===== src/hw/cms_map.svh =====
`ifndef CMS_MAP_SVH
`define CMS_MAP_SVH
// register bus indexes
`define CMS_REG_ACC 4'h0
`define CMS_REG_STATUS 4'h1
`define CMS_REG_BANK 4'h2
`define CMS_REG_LATCH 4'h3
`define CMS_REG_OPTION 4'h4
`define CMS_REG_PTR0_LO 4'h5
`define CMS_REG_PTR0_HI 4'h6
`define CMS_REG_PTR1_LO 4'h7
`define CMS_REG_PTR1_HI 4'h8
`define CMS_REG_POWER_CTRL_REG 4'h9
`define CMS_REG_IRQ 4'hA
`define CMS_REG_PC_LO 4'hB
`define CMS_REG_PC_HI 4'hC
// field positions
`define CMS_STAT_C 0
`define CMS_STAT_Z 2
`define CMS_POWER_CTRL_REG_SRF 2
`define CMS_IRQ_GIE 7
// indirect port file addresses
`define CMS_PORT0 7'h00
`define CMS_PORT1 7'h01
// destination bit values
`define CMS_DEST_ACC 1'b0
`define CMS_DEST_FILE 1'b1
// pointer update modes
`define CMS_MODE_PREINC 2'b00
`define CMS_MODE_PREDEC 2'b01
`define CMS_MODE_POSTINC 2'b10
`define CMS_MODE_POSTDEC 2'b11
// reset values
`define CMS_RST_BYTE 8'h00
`define CMS_RST_OPTION 8'hFF
`define CMS_RST_PTR 16'h0000
`define CMS_RST_PC 15'h0000
`define CMS_RST_BANK 5'h00
`define CMS_RST_LATCH 7'h00
`endif


===== src/hw/cms_pkg.sv =====
package cms_pkg;
  typedef enum logic [4:0] {
    CMS_OP_NOP = 5'b00000,
    CMS_OP_SHL = 5'b00001,
    CMS_OP_SHR = 5'b00010,
    CMS_OP_FMOVE = 5'b00011,
    CMS_OP_ILOAD = 5'b00100,
    CMS_OP_ISTORE = 5'b00101,
    CMS_OP_BANK = 5'b00110,
    CMS_OP_LATCH = 5'b00111,
    CMS_OP_LIT = 5'b01000,
    CMS_OP_STORE = 5'b01001,
    CMS_OP_OPTION = 5'b01010,
    CMS_OP_SRESET = 5'b01011,
    CMS_OP_RETI = 5'b01100,
    CMS_OP_RET = 5'b01101,
    CMS_OP_RETLIT = 5'b01110,
    CMS_OP_ROL = 5'b01111,
    CMS_OP_ROR = 5'b10000,
    CMS_OP_CALL = 5'b10001
  } cms_op_t;

  typedef enum logic [1:0] {
    CMS_S_IDLE = 2'b00,
    CMS_S_READ = 2'b01,
    CMS_S_EXEC = 2'b10,
    CMS_S_TWO = 2'b11
  } cms_state_t;
endpackage


===== src/hw/cms_core.sv =====
`timescale 1ns/1ps
`include "cms_map.svh"

module cms_core
  import cms_pkg::*;
#(
  parameter int PC_W = 15
) (
  input wire logic clk,
  input wire logic srst,
  input wire logic instr_valid,
  input wire cms_op_t instr_op,
  input wire logic [6:0] instr_file,
  input wire logic instr_dest,
  input wire logic [10:0] instr_lit,
  input wire logic instr_ptr_sel,
  input wire logic [1:0] instr_mode,
  input wire logic instr_indexed,
  input wire logic [5:0] instr_offset,
  output logic instr_ready,
  output logic instr_done,
  output logic [15:0] mem_addr,
  output logic mem_rd,
  output logic mem_wr,
  output logic [7:0] mem_wdata,
  input wire logic [7:0] mem_rdata,
  output logic stack_push,
  output logic [PC_W-1:0] stack_push_data,
  output logic stack_pop,
  input wire logic [PC_W-1:0] stack_top_entry,
  output logic dev_reset,
  output logic global_irq_enable,
  output logic [7:0] option_out,
  output logic [4:0] bank_select,
  output logic [PC_W-1:0] pc_out,
  input wire logic [3:0] reg_addr,
  input wire logic [7:0] reg_wdata,
  input wire logic reg_wr,
  input wire logic reg_rd,
  output logic [7:0] reg_rdata
);

  ////////////////////////////////////////////////////////////////////////////
  // state and storage
  cms_state_t state_ff, nxt_state;
  cms_op_t op_ff;
  logic dest_ff;
  logic rdy_ff, done_ff, soft_rst_ff;
  logic [7:0] acc_ff, option_ff, irq_ff, rdata_ff, wdata_ff;
  logic carry_ff, zero_ff, srf_ff;
  logic [4:0] bank_ff;
  logic [6:0] latch_ff;
  logic [PC_W-1:0] pc_ff, push_data_ff;
  logic [15:0] ptr_ff [2];
  logic [15:0] addr_ff;
  logic rd_ff, wr_ff, push_ff, pop_ff;
  logic rst_all;

  assign rst_all = srst | soft_rst_ff;

  ////////////////////////////////////////////////////////////////////////////
  // decode of the accepted instruction
  logic accept, is_ind, is_read, is_two, is_store;
  logic [15:0] ptr_sel_val, ptr_step, ind_addr, eff_addr, dir_addr;

  assign accept = instr_valid & rdy_ff;
  assign is_ind = (instr_op == CMS_OP_ILOAD) | (instr_op == CMS_OP_ISTORE);
  assign is_read = (instr_op == CMS_OP_SHL) | (instr_op == CMS_OP_SHR) |
    (instr_op == CMS_OP_FMOVE) | (instr_op == CMS_OP_ILOAD) |
    (instr_op == CMS_OP_ROL) | (instr_op == CMS_OP_ROR);
  assign is_two = (instr_op == CMS_OP_RETI) | (instr_op == CMS_OP_RET) |
    (instr_op == CMS_OP_RETLIT) | (instr_op == CMS_OP_CALL);
  assign is_store = (instr_op == CMS_OP_STORE) | (instr_op == CMS_OP_ISTORE);
  assign ptr_sel_val = ptr_ff[instr_ptr_sel];
  // wraps modulo 2^16
  assign ptr_step = instr_mode[0] ? ptr_sel_val - 16'h0001 : ptr_sel_val + 16'h0001;

  always_comb begin
    if (instr_indexed) begin
      ind_addr = ptr_sel_val + {{10{instr_offset[5]}}, instr_offset};
    end else if (instr_mode[1]) begin
      ind_addr = ptr_sel_val;
    end else begin
      ind_addr = ptr_step;
    end
  end

  // indirect port addresses redirect through the pointers
  always_comb begin
    if (instr_file == `CMS_PORT0) begin
      dir_addr = ptr_ff[0];
    end else if (instr_file == `CMS_PORT1) begin
      dir_addr = ptr_ff[1];
    end else begin
      dir_addr = {4'h0, bank_ff, instr_file};
    end
  end

  assign eff_addr = is_ind ? ind_addr : dir_addr;

  ////////////////////////////////////////////////////////////////////////////
  // sequencing
  always_comb begin
    nxt_state = state_ff;
    unique case (state_ff)
      CMS_S_IDLE: begin
        if (accept && is_read) begin
          nxt_state = CMS_S_READ;
        end else if (accept && is_two) begin
          nxt_state = CMS_S_TWO;
        end
      end
      CMS_S_READ: nxt_state = CMS_S_EXEC;
      CMS_S_EXEC: nxt_state = CMS_S_IDLE;
      CMS_S_TWO: nxt_state = CMS_S_IDLE;
    endcase
  end

  always_ff @(posedge clk) begin
    if (rst_all) begin
      state_ff <= CMS_S_IDLE;
      rdy_ff <= 1'b0;
      done_ff <= 1'b0;
    end else begin
      state_ff <= nxt_state;
      rdy_ff <= (nxt_state == CMS_S_IDLE) && !(accept && instr_op == CMS_OP_SRESET);
      done_ff <= (accept && !is_read && !is_two) || (state_ff == CMS_S_EXEC) ||
        (state_ff == CMS_S_TWO);
    end
  end

  always_ff @(posedge clk) begin
    if (rst_all) begin
      op_ff <= CMS_OP_NOP;
      dest_ff <= `CMS_DEST_ACC;
    end else if (accept) begin
      op_ff <= instr_op;
      dest_ff <= instr_dest;
    end
  end

  ////////////////////////////////////////////////////////////////////////////
  // execute stage datapath
  logic exec;
  logic [7:0] result;
  logic res_carry;

  assign exec = (state_ff == CMS_S_EXEC);

  always_comb begin
    result = mem_rdata;
    res_carry = carry_ff;
    unique case (op_ff)
      CMS_OP_SHL: begin
        result = {mem_rdata[6:0], 1'b0};
        res_carry = mem_rdata[7];
      end
      CMS_OP_SHR: begin
        result = {1'b0, mem_rdata[7:1]};
        res_carry = mem_rdata[0];
      end
      CMS_OP_ROL: begin
        result = {mem_rdata[6:0], carry_ff};
        res_carry = mem_rdata[7];
      end
      CMS_OP_ROR: begin
        result = {carry_ff, mem_rdata[7:1]};
        res_carry = mem_rdata[0];
      end
      default: begin
        result = mem_rdata;
        res_carry = carry_ff;
      end
    endcase
  end

  ////////////////////////////////////////////////////////////////////////////
  // data memory port
  logic exec_wr;

  assign exec_wr = exec && (dest_ff == `CMS_DEST_FILE) && (op_ff != CMS_OP_ILOAD);

  always_ff @(posedge clk) begin
    if (rst_all) begin
      addr_ff <= `CMS_RST_PTR;
      rd_ff <= 1'b0;
      wr_ff <= 1'b0;
      wdata_ff <= `CMS_RST_BYTE;
    end else begin
      rd_ff <= accept && is_read;
      wr_ff <= (accept && is_store) || exec_wr;
      if (accept && (is_read || is_store)) begin
        addr_ff <= eff_addr;
      end
      if (accept) begin
        wdata_ff <= acc_ff;
      end else if (exec_wr) begin
        wdata_ff <= result;
      end
    end
  end

  ////////////////////////////////////////////////////////////////////////////
  // accumulator
  always_ff @(posedge clk) begin
    if (rst_all) begin
      acc_ff <= `CMS_RST_BYTE;
    end else if (exec && (op_ff == CMS_OP_ILOAD)) begin
      acc_ff <= mem_rdata;
    end else if (exec && (dest_ff == `CMS_DEST_ACC)) begin
      acc_ff <= result;
    end else if (accept && (instr_op == CMS_OP_LIT || instr_op == CMS_OP_RETLIT)) begin
      acc_ff <= instr_lit[7:0];
    end else if (reg_wr && reg_addr == `CMS_REG_ACC) begin
      acc_ff <= reg_wdata;
    end
  end

  ////////////////////////////////////////////////////////////////////////////
  // status flags
  logic sets_z, sets_c;

  assign sets_z = (op_ff == CMS_OP_SHL) || (op_ff == CMS_OP_SHR) ||
    (op_ff == CMS_OP_FMOVE) || (op_ff == CMS_OP_ILOAD);
  assign sets_c = (op_ff == CMS_OP_SHL) || (op_ff == CMS_OP_SHR) ||
    (op_ff == CMS_OP_ROL) || (op_ff == CMS_OP_ROR);

  always_ff @(posedge clk) begin
    if (rst_all) begin
      carry_ff <= 1'b0;
      zero_ff <= 1'b0;
    end else begin
      if (exec && sets_c) begin
        carry_ff <= res_carry;
      end else if (reg_wr && reg_addr == `CMS_REG_STATUS) begin
        carry_ff <= reg_wdata[`CMS_STAT_C];
      end
      if (exec && sets_z) begin
        zero_ff <= (result == 8'h00);
      end else if (reg_wr && reg_addr == `CMS_REG_STATUS) begin
        zero_ff <= reg_wdata[`CMS_STAT_Z];
      end
    end
  end

  ////////////////////////////////////////////////////////////////////////////
  // bank, latch, option, interrupt control
  always_ff @(posedge clk) begin
    if (rst_all) begin
      bank_ff <= `CMS_RST_BANK;
      latch_ff <= `CMS_RST_LATCH;
      option_ff <= `CMS_RST_OPTION;
    end else begin
      if (accept && instr_op == CMS_OP_BANK) begin
        bank_ff <= instr_lit[4:0];
      end else if (reg_wr && reg_addr == `CMS_REG_BANK) begin
        bank_ff <= reg_wdata[4:0];
      end
      if (accept && instr_op == CMS_OP_LATCH) begin
        latch_ff <= instr_lit[6:0];
      end else if (reg_wr && reg_addr == `CMS_REG_LATCH) begin
        latch_ff <= reg_wdata[6:0];
      end
      if (accept && instr_op == CMS_OP_OPTION) begin
        option_ff <= acc_ff;
      end else if (reg_wr && reg_addr == `CMS_REG_OPTION) begin
        option_ff <= reg_wdata;
      end
    end
  end

  always_ff @(posedge clk) begin
    if (rst_all) begin
      irq_ff <= `CMS_RST_BYTE;
    end else if (accept && instr_op == CMS_OP_RETI) begin
      irq_ff[`CMS_IRQ_GIE] <= 1'b1;
    end else if (reg_wr && reg_addr == `CMS_REG_IRQ) begin
      irq_ff <= reg_wdata;
    end
  end

  ////////////////////////////////////////////////////////////////////////////
  // pointers
  genvar gi;
  generate
    for (gi = 0; gi < 2; gi++) begin : g_ptr
      always_ff @(posedge clk) begin
        if (rst_all) begin
          ptr_ff[gi] <= `CMS_RST_PTR;
        end else if (accept && is_ind && !instr_indexed && instr_ptr_sel == gi) begin
          ptr_ff[gi] <= ptr_step;
        end else if (reg_wr && reg_addr == `CMS_REG_PTR0_LO + 4'(2 * gi)) begin
          ptr_ff[gi][7:0] <= reg_wdata;
        end else if (reg_wr && reg_addr == `CMS_REG_PTR0_HI + 4'(2 * gi)) begin
          ptr_ff[gi][15:8] <= reg_wdata;
        end
      end
    end
  endgenerate

  ////////////////////////////////////////////////////////////////////////////
  // program counter and return stack
  always_ff @(posedge clk) begin
    if (rst_all) begin
      pc_ff <= `CMS_RST_PC;
      push_ff <= 1'b0;
      pop_ff <= 1'b0;
      push_data_ff <= `CMS_RST_PC;
    end else begin
      push_ff <= accept && instr_op == CMS_OP_CALL;
      pop_ff <= accept && (instr_op == CMS_OP_RETI || instr_op == CMS_OP_RET ||
        instr_op == CMS_OP_RETLIT);
      if (accept && instr_op == CMS_OP_CALL) begin
        push_data_ff <= pc_ff + PC_W'(1);
      end
      if (accept) begin
        unique case (instr_op)
          CMS_OP_RETI, CMS_OP_RET, CMS_OP_RETLIT: pc_ff <= stack_top_entry;
          CMS_OP_CALL: pc_ff <= {latch_ff[6:3], instr_lit};
          default: pc_ff <= pc_ff + PC_W'(1);
        endcase
      end else if (reg_wr && reg_addr == `CMS_REG_PC_LO) begin
        pc_ff[7:0] <= reg_wdata;
      end else if (reg_wr && reg_addr == `CMS_REG_PC_HI) begin
        pc_ff[PC_W-1:8] <= reg_wdata[PC_W-9:0];
      end
    end
  end

  ////////////////////////////////////////////////////////////////////////////
  // software reset
  always_ff @(posedge clk) begin
    if (srst) begin
      soft_rst_ff <= 1'b0;
    end else begin
      soft_rst_ff <= accept && instr_op == CMS_OP_SRESET;
    end
  end

  // not in rst_all, but the soft reset instruction clears it; a power-up reset sets it
  always_ff @(posedge clk) begin
    if (srst) begin
      srf_ff <= 1'b1;
    end else if (accept && instr_op == CMS_OP_SRESET) begin
      srf_ff <= 1'b0;
    end else if (reg_wr && reg_addr == `CMS_REG_POWER_CTRL_REG) begin
      srf_ff <= reg_wdata[`CMS_POWER_CTRL_REG_SRF];
    end
  end

  ////////////////////////////////////////////////////////////////////////////
  // register read port
  always_ff @(posedge clk) begin
    if (srst) begin
      rdata_ff <= `CMS_RST_BYTE;
    end else if (reg_rd) begin
      unique case (reg_addr)
        `CMS_REG_ACC: rdata_ff <= acc_ff;
        `CMS_REG_STATUS: rdata_ff <= 8'((zero_ff << `CMS_STAT_Z) | (carry_ff << `CMS_STAT_C));
        `CMS_REG_BANK: rdata_ff <= {3'h0, bank_ff};
        `CMS_REG_LATCH: rdata_ff <= {1'b0, latch_ff};
        `CMS_REG_OPTION: rdata_ff <= option_ff;
        `CMS_REG_PTR0_LO: rdata_ff <= ptr_ff[0][7:0];
        `CMS_REG_PTR0_HI: rdata_ff <= ptr_ff[0][15:8];
        `CMS_REG_PTR1_LO: rdata_ff <= ptr_ff[1][7:0];
        `CMS_REG_PTR1_HI: rdata_ff <= ptr_ff[1][15:8];
        `CMS_REG_POWER_CTRL_REG: rdata_ff <= 8'(srf_ff << `CMS_POWER_CTRL_REG_SRF);
        `CMS_REG_IRQ: rdata_ff <= irq_ff;
        `CMS_REG_PC_LO: rdata_ff <= pc_ff[7:0];
        `CMS_REG_PC_HI: rdata_ff <= 8'(pc_ff[PC_W-1:8]);
        default: rdata_ff <= `CMS_RST_BYTE;
      endcase
    end else begin
      rdata_ff <= `CMS_RST_BYTE;
    end
  end

  ////////////////////////////////////////////////////////////////////////////
  // outputs
  assign instr_ready = rdy_ff;
  assign instr_done = done_ff;
  assign mem_addr = addr_ff;
  assign mem_rd = rd_ff;
  assign mem_wr = wr_ff;
  assign mem_wdata = wdata_ff;
  assign stack_push = push_ff;
  assign stack_push_data = push_data_ff;
  assign stack_pop = pop_ff;
  assign dev_reset = soft_rst_ff;
  assign global_irq_enable = irq_ff[`CMS_IRQ_GIE];
  assign option_out = option_ff;
  assign bank_select = bank_ff;
  assign pc_out = pc_ff;
  assign reg_rdata = rdata_ff;

endmodule // cms_core


===== config.mk =====
export PLATFORM = sky130hd
export DESIGN_NAME = cms_core
export DESIGN_NICKNAME = d
export VERILOG_FILES = /design/src/hw/cms_pkg.sv /design/src/hw/cms_core.sv
export VERILOG_INCLUDE_DIRS = /design/src /design/src/hw
export SDC_FILE = /design/constraint.sdc
export NUM_CORES = 1
export LEC_CHECK = 0
export BUFFER_PORTS_ARGS = -buffer_cell sky130_fd_sc_hd__buf_2
export CAP_MARGIN = 0
export CORE_ASPECT_RATIO = 1.25
export CORE_UTILIZATION = 58
export DETAILED_ROUTE_END_ITERATION = 8
export PLACE_DENSITY = 0.8
export SKIP_CTS_REPAIR_TIMING = 1
export SLEW_MARGIN = 20
export SYNTH_ARGS = -nofsm -noshare
export SYNTH_HDL_FRONTEND = slang
export SYNTH_SLANG_ARGS = --single-unit

===== constraint.sdc =====
create_clock -name clk -period 4.55 [get_ports clk]
set_clock_uncertainty 0.1 [all_clocks]
set_input_delay 0.455 -clock clk [delete_from_list [all_inputs] [get_ports clk]]
set_output_delay 0.455 -clock clk [all_outputs]
set_load 0.05 [all_outputs]

After elaboration in Yosys (flattened, before gate mapping)
Memory sizes are Yosys's and may differ from the RTL's. Index checks and enable logic that the tools add are counted.

Register bits: 116. Bits in writable memories: 32. Input bits: 74. Output and inout bits: 83. Logic and storage cells: 242. Memories: 1.

Memories: ptr_ff (words 2, bits a word 16, read ports 3, clocked after Yosys merged registers in 0, write ports 2, RTL line cms_core.sv:54) `logic [15:0] ptr_ff [2];`.

Add/sub/neg operators: 4. Equality and inequality tests: 42. Muxes and demuxes: 69. Bitwise logic cells: 23. Reductions and logical operators: 78.

Operators by type and width (count): two-way mux 16 bit (8); two-way mux 8 bit (14); one-hot mux 8 bit (13 select lines) (1); equality test 5 x 4 -> 1 bit, second input constant (9); logical AND 1 bit (38); two-way mux 1 bit (33); one-hot mux 8 bit (4 select lines) (1); one-hot mux 15 bit (2 select lines) (1); two-way mux 7 bit (4); equality test 5 x 3 -> 1 bit, second input constant (5); equality test 4 bit, second input constant (5); equality test 5 x 2 -> 1 bit, second input constant (4); nonzero test 2 bit (10); OR 1 bit (17); adder 16 x 1 -> 16 bit, second input constant (1); adder 16 bit (1); equality test 4 x 3 -> 1 bit, second input constant (4); subtractor 16 x 1 -> 16 bit, second input constant (1); adder 15 x 1 -> 15 bit, second input constant (1); equality test 5 bit, second input constant (3); two-way mux 15 bit (1); logical OR 1 bit (12); equality test 5 x 1 -> 1 bit, second input constant (2); two-way mux 5 bit (2); other kinds (23) (38).

Logic depth before layout (Yosys ltp)
Depth after elaboration: 11. Mapped depth: 12.

Worst setup path after synthesis
OpenSTA, ideal clock, no wires.

Path type: input port to flip-flop. Start: input port instr_ptr_sel. End: register addr_ff[14] (netlist: mem_addr[14]). Library setup time: 0.075 ns. Arrival time: 3.180 ns. Setup slack: 1.195 ns. Cell stages on the path: 12. Path buffers: 1. Cells stage by stage: buf_2 mux2i_1 inv_1 ha_1 fa_1 a211oi_1 o21ai_0 a31oi_1 nand2b_1 mux2_2 a211o_1 o22ai_1.

Word-level cells in the longest chain between the ends: 6. Elaborated cells between the ends (all ways): 8. Those cells by class: add/sub (3); mux (4); memory (1).

Ends and longest elaborated chain: start: declaration (RTL line cms_core.sv:16) `input wire logic instr_ptr_sel,`; memory read (2 x 16 bit) (*); adder 16 x 1 -> 16 bit / subtractor 16 x 1 -> 16 bit (equally long branches) (RTL line cms_core.sv:76) `assign ptr_step = instr_mode[0] ? ptr_sel_val - 16'h0001 : ptr_sel_val + 16'h0001;`; two-way mux 16 bit (RTL line cms_core.sv:76); two-way mux 16 bit (RTL line cms_core.sv:81) `end else if (instr_mode[1]) begin`; two-way mux 16 bit (*) (RTL line cms_core.sv:79) `if (instr_indexed) begin`; two-way mux 16 bit (*) (RTL line cms_core.sv:99) `assign eff_addr = is_ind ? ind_addr : dir_addr;`; end signal: assignment (RTL line cms_core.sv:185) `` addr_ff <= `CMS_RST_PTR; ``; end signal: assignment (RTL line cms_core.sv:193) `addr_ff <= eff_addr;`; end: declaration (RTL line cms_core.sv:55) `logic [15:0] addr_ff;`.

Mark *: on every way between the ends. The rest lies on a longest branch, timed or not. A chain may end at the register's enable or synchronous reset.

==> flow_summary.html <==
<table>
<tr><th>Metric</th><th>Value</th></tr>
<tr><th colspan="2">Run status</th></tr>
<tr><td>Outcome</td><td>finished clean</td></tr>
<tr><th colspan="2">Min path</th></tr>
<tr><td>Tightest Hold Check Type</td><td>in2reg</td></tr>
<tr><td>Cells on Worst Hold Path</td><td>3</td></tr>
<tr><td>Hold path start</td><td>instr_dest</td></tr>
<tr><td>Min-Delay Endpoint</td><td>dest_ff</td></tr>
<tr><th colspan="2">Timing</th></tr>
<tr><td>Ratio of final minimum period to clock period</td><td>76.12%</td></tr>
<tr><td>Setup repair after global routing missed its margin</td><td>no</td></tr>
<tr><td>Setup slack after layout</td><td>1.087 ns</td></tr>
<tr><td>Number of max-slew violations in the final report</td><td>0</td></tr>
<tr><td>Final-layout setup total negative slack</td><td>0 ns</td></tr>
<tr><td>Worst slew margin relative to its limit</td><td>30.45%</td></tr>
<tr><td>Transition time of the tightest slew-check pin</td><td>~1.0 ns</td></tr>
<tr><td>Total setup violations reported at the end of the flow</td><td>0</td></tr>
<tr><td>Final critical path time including I/O delays and setup</td><td>3.463 ns</td></tr>
<tr><td>Final number of hold-violating endpoints</td><td>0</td></tr>
<tr><td>FMAX</td><td>about 290 MHz</td></tr>
<tr><th colspan="2">Die</th></tr>
<tr><td>Floorplan die area</td><td>between 15000 and 20000 sq um</td></tr>
<tr><td>Die outline height</td><td>roughly 150 um</td></tr>
<tr><td>Placeable core region</td><td>16910 sq um</td></tr>
<tr><td>Initial standard-cell utilization of the core</td><td>59.56%</td></tr>
<tr><td>Site row count</td><td>53</td></tr>
<tr><td>Die Span X</td><td>119.9 um</td></tr>
<tr><td>IO Count</td><td>157</td></tr>
<tr><th colspan="2">Clock network</th></tr>
<tr><td>TritonCTS clock tree</td><td>built</td></tr>
<tr><td>CTS root buffer</td><td>sky130_fd_sc_hd__clkbuf_16</td></tr>
<tr><td>Clock insertion delay at the later pin of the skew report</td><td>approximately 0.43 ns</td></tr>
<tr><td>CTS H-tree depth</td><td>4</td></tr>
<tr><td>Total CTS buffers</td><td>17</td></tr>
<tr><td>Clock Tree Buf Depth</td><td>2</td></tr>
<tr><td>TritonCTS Sinks</td><td>148</td></tr>
<tr><td>Clock slew at reported path FFs</td><td>0.06 ns</td></tr>
<tr><th colspan="2">GRT</th></tr>
<tr><td>Global-route wire length before repair</td><td>57550 um</td></tr>
<tr><td>Overall fraction of global-route tracks in use</td><td>43.09%</td></tr>
<tr><td>Residual overflow from global routing</td><td>0</td></tr>
<tr><td>Number of antenna violations at the first check in global routing</td><td>0</td></tr>
<tr><td>Via count of the first global-routing pass</td><td>between 9k and 10k</td></tr>
<tr><td>Pin count of the biggest net entering global routing</td><td>75</td></tr>
<tr><th colspan="2">Logic synthesis</th></tr>
<tr><td>Multiplexer share of the synthesized area</td><td>8.907%</td></tr>
<tr><td>Most used standard cell by instance count after synthesis</td><td>sky130_fd_sc_hd__nand2_1</td></tr>
<tr><td>Mapped Area</td><td>10070 sq um</td></tr>
<tr><td>Count of yosys warnings during synthesis</td><td>0</td></tr>
<tr><td>Register area share after synthesis</td><td>32.60%</td></tr>
<tr><td>Cell count after synthesis</td><td>1242</td></tr>
<tr><td>Synth top area cells</td><td>sky130_fd_sc_hd__dfxtp_1, sky130_fd_sc_hd__edfxtp_1, sky130_fd_sc_hd__mux2i_1, sky130_fd_sc_hd__nand2_1, sky130_fd_sc_hd__a21oi_1</td></tr>
<tr><td>Post-synth EDFFs</td><td>32</td></tr>
<tr><td>Ranking of synthesized cells by instance count</td><td>sky130_fd_sc_hd__nand2_1, sky130_fd_sc_hd__nor2_1, sky130_fd_sc_hd__dfxtp_1</td></tr>
<tr><td>Adder-cell share of the synthesized area</td><td>4.124%</td></tr>
<tr><td>Syn_area_per_cell</td><td>between 8 and 9 sq um</td></tr>
<tr><td>Library cell occupying the most area in the post-synthesis netlist</td><td>sky130_fd_sc_hd__dfxtp_1</td></tr>
<tr><td>Area share of the leading cell type in the synthesized netlist</td><td>approximately 23%</td></tr>
<tr><td>Post-synthesis xor/xnor area fraction</td><td>under 10%</td></tr>
<tr><td>Post-synth cell types</td><td>72</td></tr>
<tr><td>Top FF cell, synth</td><td>sky130_fd_sc_hd__dfxtp_1</td></tr>
<tr><td>Total of flip-flops plus latches after synthesis</td><td>148</td></tr>
<tr><td>Synth Area in Compound Gates</td><td>27.45%</td></tr>
<tr><td>Main combinational cell family by area after synthesis</td><td>compound AO/OA/AOI/OAI gates</td></tr>
<tr><td>Synth Net Count</td><td>1348</td></tr>
<tr><td>Share of synthesized cell area in and, or, nand and nor gates</td><td>18.87%</td></tr>
<tr><td>Async S/R FF share, synth</td><td>0%</td></tr>
<tr><th colspan="2">Finish</th></tr>
<tr><td>Area growth from synthesis to final layout</td><td>13.81%</td></tr>
<tr><td>Diode count</td><td>0</td></tr>
<tr><td>Proportion of layout cells with a drive suffix above 1</td><td>about 18%</td></tr>
<tr><td>Filler Cells Inserted</td><td>between 1k and 1.5k</td></tr>
<tr><td>Final Net Count</td><td>1448</td></tr>
<tr><td>Total non-filler cell area in the finished layout</td><td>approximately 11000 sq um</td></tr>
<tr><th colspan="2">Worst setup path</th></tr>
<tr><td>Endpoint of the worst register-to-register path</td><td>mem_addr[14]</td></tr>
<tr><td>Endpoint type of the worst setup path</td><td>register</td></tr>
<tr><td>Worst Reg-to-Reg Cells</td><td>12</td></tr>
<tr><td>Setup crit start kind</td><td>register</td></tr>
<tr><td>Largest fanout of any net on the critical path</td><td>5</td></tr>
<tr><td>Data arrival time of the critical path</td><td>3.72 ns</td></tr>
<tr><td>Reg2Reg Launch Point</td><td>ptr_ff[1][0]</td></tr>
<tr><td>Timing startpoint of the critical path</td><td>ptr_ff[1][0]</td></tr>
<tr><td>Worst Path Class, Setup</td><td>reg2reg</td></tr>
<tr><td>Critical path required time</td><td>~4.8 ns</td></tr>
<tr><td>Setup slack of the most critical reg-to-reg path</td><td>1.09 ns</td></tr>
<tr><th colspan="2">Power</th></tr>
<tr><td>Clock power share</td><td>a little under 40%</td></tr>
<tr><td>Power spent charging and discharging nets</td><td>approximately 1.2 mW</td></tr>
<tr><td>Sw Share</td><td>32.63%</td></tr>
<tr><td>P_int</td><td>2.493 mW</td></tr>
<tr><td>Combinational Power Share</td><td>between 20% and 30%</td></tr>
<tr><td>Reg power frac</td><td>39.2%</td></tr>
<tr><td>Power per cell area</td><td>322.8 nW/um^2</td></tr>
<tr><td>Cell leakage power</td><td>4.744 nW</td></tr>
<tr><td>VDD IR max</td><td>0.2592 mV</td></tr>
<tr><th colspan="2">Placed design</th></tr>
<tr><td>Placer congestion estimate</td><td>between 1 and 1.5</td></tr>
<tr><td>Port Buf Inserts</td><td>156</td></tr>
<tr><td>Hpwl dp</td><td>28720 um</td></tr>
<tr><td>Worst slack at placement</td><td>0.9066 ns</td></tr>
<tr><td>Placed cell areas</td><td>10870 sq um</td></tr>
<tr><th colspan="2">Drt</th></tr>
<tr><td># DRC</td><td>0</td></tr>
<tr><td>Routed wire per std cell</td><td>24.51 um</td></tr>
<tr><td>Met3 Routed Length</td><td>between 3000 and 4000 um</td></tr>
<tr><td>Number of vias after detailed routing</td><td>10.65k</td></tr>
<tr><td>Initial DRC Count</td><td>between 1k and 1.5k</td></tr>
<tr><td>Iteration count of the initial detailed-routing pass</td><td>7</td></tr>
<tr><td>Count of antenna-violating nets left after detailed routing</td><td>0</td></tr>
<tr><td>Met2 WL</td><td>18260 um</td></tr>
<tr><td>Top routing layer in use</td><td>met4</td></tr>
<tr><td>Met1 routed wirelength after detailed routing</td><td>13510 um</td></tr>
<tr><td>Routed via count divided by cell count</td><td>slightly below 7</td></tr>
<tr><td>Wire length reported by the detailed router</td><td>38560 um</td></tr>
<tr><th colspan="2">Flow run</th></tr>
<tr><td>Maxcap violations</td><td>0</td></tr>
</table>
## stage by stage
step	util [%]	std cells	hold WS, ns	power [mW]
finish	67.79	1573	0.1682	3.701
global route	67.79	1573	0.1789	3.798
CTS	67.79	1573	0.1584	3.672
detailed placement	64.30	1543	0.3444	2.267
global placement	64.30	1543	0.3306	2.260
floorplan	-	1242	0.3207	1.995
## routing by layer
metal | up-vias | track usage, %
li1 | 4839 | -
met1 | 4953 | 48.53
met2 | 655 | 71.27
met3 | 200 | 7.722
met4 | 0 | 35.25
met5 | - | 0
## registers in the layout (all words and copies together), names as in the netlist, 2 cells and up
| signal | flops |
|---|---|
| acc_ff | 8 |
| bank_select | 5 |
| irq_ff | 8 |
| latch_ff | 7 |
| mem_addr | 16 |
| mem_wdata | 8 |
| op_ff | 5 |
| option_out | 8 |
| pc_out | 15 |
| ptr_ff | 32 |
| reg_rdata | 8 |
| stack_push_data | 15 |
| state_ff | 2 |
## worst max-delay path, cell delays in order (launching register included)
cell and delay, ns:
sky130_fd_sc_hd__edfxtp_1 0.48, sky130_fd_sc_hd__mux2i_1 0.31, sky130_fd_sc_hd__inv_1 0.17, sky130_fd_sc_hd__ha_1 0.25
sky130_fd_sc_hd__fa_1 0.43, sky130_fd_sc_hd__a211oi_1 0.35, sky130_fd_sc_hd__o21ai_0 0.14, sky130_fd_sc_hd__a31oi_1 0.18
sky130_fd_sc_hd__buf_4 0.16, sky130_fd_sc_hd__nand2b_1 0.10, sky130_fd_sc_hd__mux2_2 0.33, sky130_fd_sc_hd__a211o_1 0.29
sky130_fd_sc_hd__o22ai_1 0.10
## cell type report
class / count / area [sq um] / share of cell area (%)
Tap cell: 220 / 275.3 / 2.401
Clock buffer: 19 / 464.2 / 4.049
Sequential cell: 148 / 3283 / 28.64
Clock inverter: 11 / 126.4 / 1.102
Timing Repair Buffer: 173 / 908.4 / 7.924
Inverter: 20 / 75.07 / 0.6549
Multi-Input combinational cell: 982 / 6331 / 55.23
## worst max path at each step
stage / endpoint / slack (ns) / cells after the start
CTS: mem_addr[14] / 1.15 / 12
finish: mem_addr[14] / 1.09 / 12
global placement: mem_addr[14] / 0.95 / 12
floorplan: mem_addr[14] / 1.20 / 12
global route: mem_addr[14] / 0.92 / 12
detailed placement: mem_addr[14] / 0.91 / 13
## power groups by stage
stage	Sequential, mW	Combinational, mW	Clock [mW]
final	1.45	0.818	1.43
after global routing	1.45	0.866	1.48
after CTS	1.45	0.797	1.43
after detailed placement	1.47	0.793	0
after global placement	1.47	0.786	0
after floorplan	1.52	0.475	0
## cell families after synthesis
logic type	Yosys count
simple gates	415
compound gates	411
flops	148
buf+inv	112
mux	84
xor+xnor	40
fa+ha+maj	32
## cells in the final DEF (no fill, tap or decap), types with 21 or more instances in the layout
master	Yosys	final
sky130_fd_sc_hd__a211oi_1	61	61
sky130_fd_sc_hd__mux2i_1	57	57
sky130_fd_sc_hd__xor2_1	24	24
sky130_fd_sc_hd__and3_1	21	21
sky130_fd_sc_hd__edfxtp_1	32	32
sky130_fd_sc_hd__nand3_1	40	40
sky130_fd_sc_hd__nor3_1	23	23
sky130_fd_sc_hd__dfxtp_1	116	116
sky130_fd_sc_hd__buf_2	13	156
sky130_fd_sc_hd__a21oi_1	100	100
sky130_fd_sc_hd__nor2_1	125	124
sky130_fd_sc_hd__mux2_2	25	25
sky130_fd_sc_hd__a22o_1	28	28
sky130_fd_sc_hd__o21ai_0	79	79
sky130_fd_sc_hd__nand2_1	136	136
sky130_fd_sc_hd__ha_1	30	30
(Power assumes the default switching activity.)
